`config.mk`:
```
export PLATFORM = sky130hd
export DESIGN_NAME = timer_irq_prescale_flags
export DESIGN_NICKNAME = d
export VERILOG_FILES = /design/src/timer_irq_prescale_flags_pkg.sv /design/src/timer_irq_prescale_flags.sv
export SDC_FILE = /design/constraint.sdc
export NUM_CORES = 1
export LEC_CHECK = 0
export BUFFER_PORTS_ARGS = -buffer_cell sky130_fd_sc_hd__buf_2
export CAP_MARGIN = 30
export CORE_MARGIN = 2
export CORE_UTILIZATION = 60
export CTS_BUF_LIST = sky130_fd_sc_hd__clkbuf_2 sky130_fd_sc_hd__clkbuf_4 sky130_fd_sc_hd__clkbuf_8
export CTS_CLUSTER_DIAMETER = 60
export DETAILED_ROUTE_END_ITERATION = 12
export PLACE_DENSITY = 0.78
export SYNTH_ARGS = -nofsm -noshare
export SYNTH_HDL_FRONTEND = slang
export SYNTH_SLANG_ARGS = --single-unit
```
`constraint.sdc`:
```
create_clock -name clock_in -period 2.54 [get_ports clock_in]
set_input_delay 0.381 -clock clock_in [delete_from_list [all_inputs] [get_ports clock_in]]
set_output_delay 0.381 -clock clock_in [all_outputs]
set_load 0.01 [all_outputs]
```
`src/timer_irq_prescale_flags_pkg.sv`:
```
package timer_irq_prescale_flags_pkg;

   // --------------------------------------------------------------------
   // Widths
   // --------------------------------------------------------------------
   localparam int unsigned ADDR_W = 8;
   localparam int unsigned DATA_W = 32;
   localparam int unsigned INDEX_W = 6;
   localparam int unsigned COUNT_W = 16;
   localparam int unsigned DIV_SEL_W = 3;
   localparam int unsigned PRESCALE_W = 7;
   localparam int unsigned CHANNELS = 4;
   localparam int unsigned FIRST_CHANNEL = 4;
   localparam int unsigned INDEX_LSB = 2;

   // --------------------------------------------------------------------
   // Register indices (byte address is four times the index)
   // --------------------------------------------------------------------
   localparam logic [INDEX_W-1:0] IDX_CHANNEL_MODE = 6'h00;
   localparam logic [INDEX_W-1:0] IDX_FREE_RUNNING_COUNT = 6'h04;
   localparam logic [INDEX_W-1:0] IDX_TIMER_SYSTEM_CONTROL_ONE = 6'h06;
   localparam logic [INDEX_W-1:0] IDX_CHANNEL_IRQ_ENABLE = 6'h0c;
   localparam logic [INDEX_W-1:0] IDX_TIMER_SYSTEM_CONTROL_TWO = 6'h0d;
   localparam logic [INDEX_W-1:0] IDX_CHANNEL_EVENT_FLAGS = 6'h0e;
   localparam logic [INDEX_W-1:0] IDX_OVERFLOW_FLAG_REGISTER = 6'h0f;
   localparam logic [INDEX_W-1:0] IDX_CHANNEL_VALUE_BASE = 6'h18;
   localparam logic [INDEX_W-1:0] IDX_CHANNEL_VALUE_LAST = 6'h1e;

   // --------------------------------------------------------------------
   // Field positions
   // --------------------------------------------------------------------
   localparam int unsigned BIT_TIMER_ENABLE = 7;
   localparam int unsigned BIT_FAST_FLAG_CLEAR_ALL = 4;
   localparam int unsigned BIT_OVERFLOW_IRQ_ENABLE = 7;
   localparam int unsigned BIT_COUNTER_RESET_ON_MATCH_ENABLE = 3;
   localparam int unsigned BIT_CLOCK_DIVIDE_SELECT_LSB = 0;
   localparam int unsigned BIT_COUNTER_OVERFLOW_FLAG = 7;
   localparam int unsigned BIT_CHANNEL_LSB = 4;

   // --------------------------------------------------------------------
   // Reset values and the all-ones count
   // --------------------------------------------------------------------
   localparam logic [CHANNELS-1:0] RESET_CHANNEL_BITS = 4'h0;
   localparam logic [COUNT_W-1:0] RESET_COUNT = 16'h0000;
   localparam logic [DIV_SEL_W-1:0] RESET_DIVIDE = 3'h0;
   localparam logic [PRESCALE_W-1:0] RESET_PRESCALE = 7'h00;
   localparam logic [COUNT_W-1:0] COUNT_ALL_ONES = 16'hffff;

endpackage : timer_irq_prescale_flags_pkg

```
`src/timer_irq_prescale_flags.sv`:
```
// The implementer's own choices: the APB interface to the registers and the register addresses.
`timescale 1ns/10ps
module timer_irq_prescale_flags
   import timer_irq_prescale_flags_pkg::*;
#(
   parameter int unsigned NUM_CHANNELS = CHANNELS
)
(
   input wire logic clock_in,
   input wire logic reset_n_in,
   input wire logic [ADDR_W-1:0] paddr_in,
   input wire logic psel_in,
   input wire logic penable_in,
   input wire logic pwrite_in,
   input wire logic [DATA_W-1:0] pwdata_in,
   output logic [DATA_W-1:0] prdata_out,
   output logic pready_out,
   output logic pslverr_out,
   input wire logic [NUM_CHANNELS-1:0] capture_event_in,
   output logic [COUNT_W-1:0] count_out,
   output logic [NUM_CHANNELS-1:0] compare_event_out,
   output logic irq_out
);

   // --------------------------------------------------------------------
   // Storage
   // --------------------------------------------------------------------
   logic [NUM_CHANNELS-1:0] channel_mode;
   logic timer_enable;
   logic fast_flag_clear_all;
   logic [NUM_CHANNELS-1:0] channel_irq_enable;
   logic overflow_irq_enable;
   logic counter_reset_on_match_enable;
   logic [DIV_SEL_W-1:0] clock_divide_select;
   logic [DIV_SEL_W-1:0] active_divide;
   logic [PRESCALE_W-1:0] prescale_count;
   logic [COUNT_W-1:0] free_running_count;
   logic [NUM_CHANNELS-1:0] channel_event_flags;
   logic counter_overflow_flag;
   logic [COUNT_W-1:0] channel_value [NUM_CHANNELS];
   logic [NUM_CHANNELS-1:0] compare_event;

   logic [INDEX_W-1:0] index;
   logic access;
   logic wr;
   logic rd;
   logic mapped;
   logic is_channel;
   logic [1:0] channel_sel;
   logic tick;
   logic [PRESCALE_W-1:0] divide_mask;
   logic [NUM_CHANNELS-1:0] match;
   logic seven_match;
   logic [NUM_CHANNELS-1:0] fast_clear;
   logic [NUM_CHANNELS-1:0] write_clear;
   logic [DATA_W-1:0] next_read;

   // --------------------------------------------------------------------
   // Helpers
   // --------------------------------------------------------------------
   function automatic logic [DATA_W-1:0] place_channels(input logic [NUM_CHANNELS-1:0] bits);
      logic [DATA_W-1:0] word;
      word = '0;
      word[BIT_CHANNEL_LSB +: NUM_CHANNELS] = bits;
      return word;
   endfunction : place_channels

   function automatic logic [NUM_CHANNELS-1:0] take_channels(input logic [DATA_W-1:0] word);
      return word[BIT_CHANNEL_LSB +: NUM_CHANNELS];
   endfunction : take_channels

   // --------------------------------------------------------------------
   // Bus decode
   // --------------------------------------------------------------------
   assign index = paddr_in[INDEX_LSB +: INDEX_W];
   assign is_channel = (index >= IDX_CHANNEL_VALUE_BASE) && (index <= IDX_CHANNEL_VALUE_LAST) && !index[0];
   assign channel_sel = 2'((index - IDX_CHANNEL_VALUE_BASE) >> 1);

   always_comb
   begin
      mapped = is_channel;
      unique case (index)
         IDX_CHANNEL_MODE,
         IDX_FREE_RUNNING_COUNT,
         IDX_TIMER_SYSTEM_CONTROL_ONE,
         IDX_CHANNEL_IRQ_ENABLE,
         IDX_TIMER_SYSTEM_CONTROL_TWO,
         IDX_CHANNEL_EVENT_FLAGS,
         IDX_OVERFLOW_FLAG_REGISTER:
            mapped = 1'b1;
         default:
            mapped = mapped;
      endcase
   end

   assign pready_out = 1'b1;
   assign pslverr_out = psel_in && penable_in && !mapped;
   assign access = psel_in && penable_in && mapped;
   assign wr = access && pwrite_in;
   assign rd = access && !pwrite_in;

   // --------------------------------------------------------------------
   // Read data, prepared during the setup cycle
   // --------------------------------------------------------------------
   always_comb
   begin
      next_read = '0;
      if (is_channel)
      begin
         next_read[COUNT_W-1:0] = channel_value[channel_sel];
      end
      else
      begin
         unique case (index)
            IDX_CHANNEL_MODE:
               next_read = place_channels(channel_mode);
            IDX_FREE_RUNNING_COUNT:
               next_read[COUNT_W-1:0] = free_running_count;
            IDX_TIMER_SYSTEM_CONTROL_ONE:
            begin
               next_read[BIT_TIMER_ENABLE] = timer_enable;
               next_read[BIT_FAST_FLAG_CLEAR_ALL] = fast_flag_clear_all;
            end
            IDX_CHANNEL_IRQ_ENABLE:
               next_read = place_channels(channel_irq_enable);
            IDX_TIMER_SYSTEM_CONTROL_TWO:
            begin
               next_read[BIT_OVERFLOW_IRQ_ENABLE] = overflow_irq_enable;
               next_read[BIT_COUNTER_RESET_ON_MATCH_ENABLE] = counter_reset_on_match_enable;
               next_read[BIT_CLOCK_DIVIDE_SELECT_LSB +: DIV_SEL_W] = clock_divide_select;
            end
            IDX_CHANNEL_EVENT_FLAGS:
               next_read = place_channels(channel_event_flags);
            IDX_OVERFLOW_FLAG_REGISTER:
               next_read[BIT_COUNTER_OVERFLOW_FLAG] = counter_overflow_flag;
            default:
               next_read = '0;
         endcase
      end
   end

   always_ff @(posedge clock_in or negedge reset_n_in)
   begin
      if (!reset_n_in)
         prdata_out <= '0;
      else if (psel_in && !penable_in)
         prdata_out <= next_read;
   end

   // --------------------------------------------------------------------
   // Control registers
   // --------------------------------------------------------------------
   always_ff @(posedge clock_in or negedge reset_n_in)
   begin
      if (!reset_n_in)
      begin
         channel_mode <= RESET_CHANNEL_BITS;
         timer_enable <= 1'b0;
         fast_flag_clear_all <= 1'b0;
      end
      else if (wr && index == IDX_CHANNEL_MODE)
         channel_mode <= take_channels(pwdata_in);
      else if (wr && index == IDX_TIMER_SYSTEM_CONTROL_ONE)
      begin
         timer_enable <= pwdata_in[BIT_TIMER_ENABLE];
         fast_flag_clear_all <= pwdata_in[BIT_FAST_FLAG_CLEAR_ALL];
      end
   end

   always_ff @(posedge clock_in or negedge reset_n_in)
   begin
      if (!reset_n_in)
         channel_irq_enable <= RESET_CHANNEL_BITS;
      else if (wr && index == IDX_CHANNEL_IRQ_ENABLE)
         channel_irq_enable <= take_channels(pwdata_in);
   end

   always_ff @(posedge clock_in or negedge reset_n_in)
   begin
      if (!reset_n_in)
      begin
         overflow_irq_enable <= 1'b0;
         counter_reset_on_match_enable <= 1'b0;
         clock_divide_select <= RESET_DIVIDE;
      end
      else if (wr && index == IDX_TIMER_SYSTEM_CONTROL_TWO)
      begin
         overflow_irq_enable <= pwdata_in[BIT_OVERFLOW_IRQ_ENABLE];
         counter_reset_on_match_enable <= pwdata_in[BIT_COUNTER_RESET_ON_MATCH_ENABLE];
         clock_divide_select <= pwdata_in[BIT_CLOCK_DIVIDE_SELECT_LSB +: DIV_SEL_W];
      end
   end

   // --------------------------------------------------------------------
   // Prescaler
   // --------------------------------------------------------------------
   // divide by power of two
   assign divide_mask = PRESCALE_W'((8'h01 << active_divide) - 8'h01);
   assign tick = timer_enable && ((prescale_count & divide_mask) == divide_mask);

   always_ff @(posedge clock_in or negedge reset_n_in)
   begin
      if (!reset_n_in)
         prescale_count <= RESET_PRESCALE;
      else if (!timer_enable || tick)
         prescale_count <= RESET_PRESCALE;
      else
         prescale_count <= prescale_count + 7'h01;
   end

   always_ff @(posedge clock_in or negedge reset_n_in)
   begin
      if (!reset_n_in)
         active_divide <= RESET_DIVIDE;
      else if (prescale_count == RESET_PRESCALE)
         active_divide <= clock_divide_select;
   end

   // --------------------------------------------------------------------
   // Free-running counter
   // --------------------------------------------------------------------
   // equality compare
   always_comb
   begin
      for (int i = 0; i < NUM_CHANNELS; i++)
         match[i] = tick && channel_mode[i] && (free_running_count == channel_value[i]);
   end
   assign seven_match = match[NUM_CHANNELS-1];

   always_ff @(posedge clock_in or negedge reset_n_in)
   begin
      if (!reset_n_in)
         free_running_count <= RESET_COUNT;
      else if (counter_reset_on_match_enable && seven_match)
         free_running_count <= RESET_COUNT;
      else if (tick)
         free_running_count <= free_running_count + 16'h0001;
   end

   assign count_out = free_running_count;

   always_ff @(posedge clock_in or negedge reset_n_in)
   begin
      if (!reset_n_in)
         compare_event <= RESET_CHANNEL_BITS;
      else
         compare_event <= match;
   end

   assign compare_event_out = compare_event;

   // --------------------------------------------------------------------
   // Channel value registers
   // --------------------------------------------------------------------
   always_ff @(posedge clock_in or negedge reset_n_in)
   begin
      if (!reset_n_in)
      begin
         for (int i = 0; i < NUM_CHANNELS; i++)
            channel_value[i] <= RESET_COUNT;
      end
      else
      begin
         for (int i = 0; i < NUM_CHANNELS; i++)
         begin
            if (!channel_mode[i] && capture_event_in[i])
               channel_value[i] <= free_running_count;
            else if (wr && is_channel && channel_sel == 2'(i) && channel_mode[i])
               channel_value[i] <= pwdata_in[COUNT_W-1:0];
         end
      end
   end

   // --------------------------------------------------------------------
   // Event flags
   // --------------------------------------------------------------------
   // fast clear on value access
   always_comb
   begin
      for (int i = 0; i < NUM_CHANNELS; i++)
         fast_clear[i] = fast_flag_clear_all && access && is_channel && channel_sel == 2'(i)
                         && (channel_mode[i] ? pwrite_in : !pwrite_in);
   end

   assign write_clear = (wr && index == IDX_CHANNEL_EVENT_FLAGS) ? take_channels(pwdata_in) : RESET_CHANNEL_BITS;

   always_ff @(posedge clock_in or negedge reset_n_in)
   begin
      if (!reset_n_in)
         channel_event_flags <= RESET_CHANNEL_BITS;
      else
         channel_event_flags <= (channel_event_flags & ~(write_clear | fast_clear))
                                | (capture_event_in & ~channel_mode) | match;
   end

   always_ff @(posedge clock_in or negedge reset_n_in)
   begin
      if (!reset_n_in)
         counter_overflow_flag <= 1'b0;
      else if (tick && free_running_count == COUNT_ALL_ONES
               && !(counter_reset_on_match_enable && seven_match))
         counter_overflow_flag <= 1'b1;
      else if (wr && index == IDX_OVERFLOW_FLAG_REGISTER && pwdata_in[BIT_COUNTER_OVERFLOW_FLAG])
         counter_overflow_flag <= 1'b0;
      else if (fast_flag_clear_all && access && index == IDX_FREE_RUNNING_COUNT)
         counter_overflow_flag <= 1'b0;
   end

   // --------------------------------------------------------------------
   // Interrupt
   // --------------------------------------------------------------------
   // per-channel gate
   always_ff @(posedge clock_in or negedge reset_n_in)
   begin
      if (!reset_n_in)
         irq_out <= 1'b0;
      else
         irq_out <= (|(channel_event_flags & channel_irq_enable))
                    || (counter_overflow_flag && overflow_irq_enable);
   end

endmodule : timer_irq_prescale_flags

```
# Yosys cells after proc, flatten, opt, wreduce, memory -nomap -nowiden
# Index checks and enable logic that the tools add are counted.
# word_totals
regBits,131
wordCells,157
# classes
n_addsub,4
order_cmp,3
n_eq_ne,15
n_shift,1
n_mux,29
bitwise,11
n_reduce_logical,75
# ops
operator,count
16-bit 2-to-1 mux,13
16-bit equality test,4
1-bit logical AND,51
16-bit binary-select mux with 2-bit select,1
"6-bit by 4-bit equality test with 1-bit output, second input constant",4
"16-bit by 1-bit adder with 16-bit output, second input constant",1
"16-bit equality test, second input constant",1
4-bit AND,3
"6-bit by 3-bit equality test with 1-bit output, second input constant",2
4-bit OR,3
1-bit logical NOT,10
2-bit nonzero test,5
1-bit 2-to-1 mux,8
8-bit 2-to-1 mux,1
4-bit NOT,2
2-bit one-hot mux with 4 select lines,1
4-bit one-hot mux with 2 select lines,1
"7-bit by 1-bit adder with 7-bit output, second input constant",1
7-bit AND,1
7-bit equality test,1
7-bit logical NOT,1
7-bit 2-to-1 mux,1
1-bit one-hot mux with 7 select lines,1
7-bit OR reduction,1
18 further kinds,20

# Logic depth before layout (Yosys ltp)
# depth
ltp_word,14
mapped_depth,8

# Least setup slack after synthesis
# No wires, ideal clock.
# synth_path
kind,reg2reg
startpoint,reg free_running_count[4] (netlist: count_out[4])
endpoint,reg free_running_count[14] (netlist: count_out[14])
t_arrival_ns,1.858
required_ns,2.409
slack_ns,0.551
stages_incl_launch_ff,8
synth_period_minus_slack_ns,1.989
cell_sequence,dfrtp_1 > buf_2 > xnor2_1 > o221ai_1 > nor4_2 > buf_4 > a211oi_1 > or3_1
# synth_between
elab_chain_len,4
# synth_rtl
element,line_no,text
"start, declared",timer_irq_prescale_flags.sv:37,logic [COUNT_W-1:0] free_running_count;
"start signal, assigned",timer_irq_prescale_flags.sv:237,free_running_count <= free_running_count + 16'h0001;
"parallel branches: the longest is 4 deep, another holds 16-bit by 1-bit adder with 16-bit output",--,
# Parallel ways; which one is timed is not known. The select of a mux whose other input is x is not followed.
# A chain may end at the register's enable or synchronous reset.

# Worst setup path in the final report
# layout_path
startpoint,reg active_divide[1]
endpoint,reg counter_overflow_flag
# layout_between
elab_chain_len,11
# layout_rtl
element,line_no,text
"start, declared",timer_irq_prescale_flags.sv:35,logic [DIV_SEL_W-1:0] active_divide;
"start signal, assigned",timer_irq_prescale_flags.sv:216,active_divide <= clock_divide_select;
1-bit by 3-bit << shifter with 7-bit output *,timer_irq_prescale_flags.sv:198,assign divide_mask = PRESCALE_W'((8'h01 << active_divide) - 8'h01);
7-bit by 1-bit subtractor with 7-bit output *,timer_irq_prescale_flags.sv:198,
7-bit AND,timer_irq_prescale_flags.sv:199,assign tick = timer_enable && ((prescale_count & divide_mask) == divide_mask);
7-bit equality test *,timer_irq_prescale_flags.sv:199,
1-bit logical AND *,timer_irq_prescale_flags.sv:199,
1-bit logical AND (2 in series),timer_irq_prescale_flags.sv:226,match[i] = tick && channel_mode[i] && (free_running_count == channel_value[i]);
1-bit logical AND,timer_irq_prescale_flags.sv:301,&& !(counter_reset_on_match_enable && seven_match))
1-bit logical NOT,timer_irq_prescale_flags.sv:301,
1-bit logical AND *,timer_irq_prescale_flags.sv:301,
3-bit nonzero test (no line) / 1-bit 2-to-1 mux (equally long branches),--,
"end signal, assigned",timer_irq_prescale_flags.sv:302,counter_overflow_flag <= 1'b1;
"end signal, assigned",timer_irq_prescale_flags.sv:304,counter_overflow_flag <= 1'b0;
"end signal, assigned",timer_irq_prescale_flags.sv:306,counter_overflow_flag <= 1'b0;
"end, declared",timer_irq_prescale_flags.sv:39,logic counter_overflow_flag;
# Every way passes the cells marked *; elsewhere a longest branch is shown, timed or not.

==> run metrics <==
VDD IR max 0.306 mV; period utilisation layout 87.5%; commonest non-fill, non-tap cells in the layout 131 x dfrtp_1, 79 x nor2_1, 70 x mux2i_1; worst setup path start active_divide[1]$_DFFE_PN0N_; yosys warns 0; Min-Delay Path Class input port to flip-flop; Vias 6681; hold path startpoint pwdata_in[1]; CTS tree done; CTS Buf Count 17; largest net degree at the start of global routing 53; launch point of the worst reg-to-reg path active_divide[1]$_DFFE_PN0N_; ANT cells 0; Post-CTS Setup Bufs 0; total track usage 33.2%; Total Neg Setup Slack 0 ns; Max FO, Critical Path 20; antenna violations before repair 1; DR iter-0 viols 807; register area share after synthesis 41.5%; grt met3 use 9.41%; grt total ovfl 0; initial core utilization 62.0%; Die Footprint 14100 sq um; CP Data Required Time 2.91 ns; max incr delay on CP 0.44 ns; Clock Path Buffers 2; io pins 104; Clock Sinks 131; RSZ-0062 raised after global routing false; Core Area 12700 sq um; clock latency on the worst-skew pair 0.46 ns; design area 8850 sq um; filler cell count 984; H-tree levels 4; drt wl/cell 21.6 um; DRT Wirelength 22.6 mm; WP buf/inv 1; CP max stage cell dfrtp_1; vias per cell 6.37; DIE HEIGHT 119 um; CP Capture Type flip-flop; Root Buffer clkbuf_8; area added between synthesis and finish 12.2%; Mapped Area 7890 sq um; met2 usage in global routing 51.4%; Worst-path clk slew 0.08 ns; Max Clock Skew 0.0125 ns; fraction of layout cells with a size suffix above 1 21.9%; PD cells 580 nW/um^2; count of cell types in the netlist 59; Avg Inst Size Synth 9.79 sq um; RD Place Congestion 1.00; first-pass GRT wire length 35.8 mm; endpoints failing setup 0; Pins Over Slew Limit 0; most used routing layer met2; post-layout min period 2.22 ns; Routed Antenna Nets 0; Initial DRT Pass Iterations 6; arrival time at the worst endpoint 2.59 ns; Worst-Margin Slew 0.958 ns; die span in x 119 um; #FFs+latches synth 131; cells after synthesis 806; Top delay family on crit path compound AO/OA/AOI/OAI gates; Hold Vio Cnt, Final 0; status finished, final reports clean; FF-to-FF setup slack 0.32 ns; dpl hpwl 16.0 mm; final routed DRC violation total 0; critical path cell sequence a2bb2oi_1 -> o221ai_1 -> nand4_1 -> buf_4 -> a21oi_2 -> a41o_1; fmax 450 MHz; most common cell after layout, fill and taps aside dfrtp_1; ys flop type dfrtp_1; startpoint types flip-flop; Placed Area 8420 sq um; PortBufs 68; EDFF count, synth 0; Rel. slew slack 35.9%; type of the worst setup path flip-flop to flip-flop; max cap viols 0; number of global-route vias before repair 6650; # rows 41; final layout net count 916; asr flop ratio synth 100%; M1 GR Usage 42.0%; hold_ws 0.240 ns; Pleak 0.00417 uW
-- timing repair --
action | CTS | global route
endpoints found under the setup margin | 0 | 0
hold buffers | 1 | 0
hold endpoints to repair | 50 | 0
gates resized for setup | 0 | 0
-- synth_stat cells, drive strengths merged (2+ instances only) --
| library cell | instances | area [sq um] |
|---|---|---|
| mux4 | 16 | 360 |
| xor2 | 53 | 464 |
| a222oi | 2 | 20.0 |
| a311oi | 2 | 17.5 |
| o21ai | 31 | 155 |
| a22oi | 12 | 90.1 |
| or2 | 2 | 12.5 |
| clkbuf | 25 | 95.1 |
| nand4 | 14 | 93.8 |
| conb | 2 | 7.51 |
| nand3 | 13 | 65.1 |
| a2111oi | 3 | 45.1 |
| a41o | 4 | 40.0 |
| nor3 | 10 | 55.1 |
| a221oi | 5 | 43.8 |
| or4 | 2 | 15.0 |
| and3 | 5 | 31.3 |
| buf | 61 | 337 |
| o2bb2ai | 2 | 17.5 |
| inv | 13 | 48.8 |
| xnor2 | 17 | 149 |
| nand3b | 2 | 15.0 |
| o31ai | 10 | 75.1 |
| mux2i | 70 | 701 |
| a21oi | 60 | 304 |
| nand2b | 10 | 62.6 |
| a221o | 7 | 70.1 |
| nor2 | 79 | 297 |
| and2 | 3 | 18.8 |
| a211oi | 6 | 45.0 |
| nor4 | 16 | 119 |
| a211o | 2 | 17.5 |
| dfrtp | 131 | 3280 |
| or3 | 7 | 43.8 |
| nand4bb | 2 | 22.5 |
| o221ai | 2 | 17.5 |
| a31oi | 2 | 12.5 |
| mux2 | 20 | 225 |
| ha | 3 | 37.5 |
| nand2 | 64 | 240 |
| nor2b | 5 | 31.3 |
| a21o | 2 | 15.0 |
-- cell families (layout without fill, tap and decap cells) --
| group | after synthesis | in the layout | synth area share, % |
|---|---|---|---|
| DFF | 131 | 131 | 41.5 |
| and+or+nand+nor | 237 | 237 | 14.6 |
| muxes | 106 | 106 | 16.3 |
| adders and majority gates | 3 | 3 | 0.476 |
| AOI/OAI and AO/OA | 158 | 158 | 13.1 |
| buffers and inverters | 99 | 155 | 6.09 |
| xor gates and xnor gates | 70 | 70 | 7.77 |
| other | 2 | 17 | 0.0952 |
-- through the flow --
stage	instances	setup slack [ns]	util [%]	power [uW]
floorplan	821	0.551	-	2930
finish	1049	0.319	69.6	5140
detailed placement	1016	0.243	66.2	3260
global route	1049	0.220	69.6	5320
global placement	1016	0.339	66.2	3210
CTS	1049	0.354	69.6	5120
-- per-layer routing --
layer  up-vias  wire length, um  part of all wire (%)
li1       2956                -                     -
met1      3213             8780                    39
met2       425            10600                    47
met3        85             2230                   9.9
met4         2             1020                   4.5
met5         -                7                 0.031
-- state kept, by name (all words and copies together) (netlist names) --
signal / cells
compare_event_out: 4
fast_flag_clear_all: 1
irq_out: 1
active_divide: 3
prdata_out: 16
counter_reset_on_match_enable: 1
prescale_count: 7
channel_value: 64
timer_enable: 1
channel_event_flags: 4
count_out: 16
overflow_irq_enable: 1
channel_irq_enable: 4
clock_divide_select: 3
channel_mode: 4
counter_overflow_flag: 1
-- cell type report --
type / instances / area (sq um) / area share, %
flip-flops and latches: 131 / 3280 / 37.0
clock inverters: 10 / 130 / 1.47
well taps: 172 / 215 / 2.43
clock buffers: 22 / 290 / 3.28
inverters: 13 / 48.8 / 0.551
repair buffers: 110 / 686 / 7.75
multi-input cells: 591 / 4200 / 47.5
-- path summary, 6_finish.rpt --
| check | end | depth (start not counted) |
|---|---|---|
| min in group asynchronous | prdata_out[7]$_DFFE_PN0P_ | 2 |
| min reg2reg | prdata_out[0]$_DFFE_PN0P_ | 2 |
| max | counter_overflow_flag$_DFFE_PN0P_ | 6 |
| max in group asynchronous | channel_value[9]$_DFFE_PN0P_ | 3 |
| min | clock_divide_select[1]$_DFFE_PN0P_ | 2 |
| max reg2reg | counter_overflow_flag$_DFFE_PN0P_ | 6 |
-- power by group --
group          total, uW  leakage, uW  switching (uW)  internal, uW
sequential          2370      0.00167             153          2210
combinational        878      0.00228             519           359
clock               1890     0.000215             829          1060
Note: power is estimated with default switching activity, not from simulation.
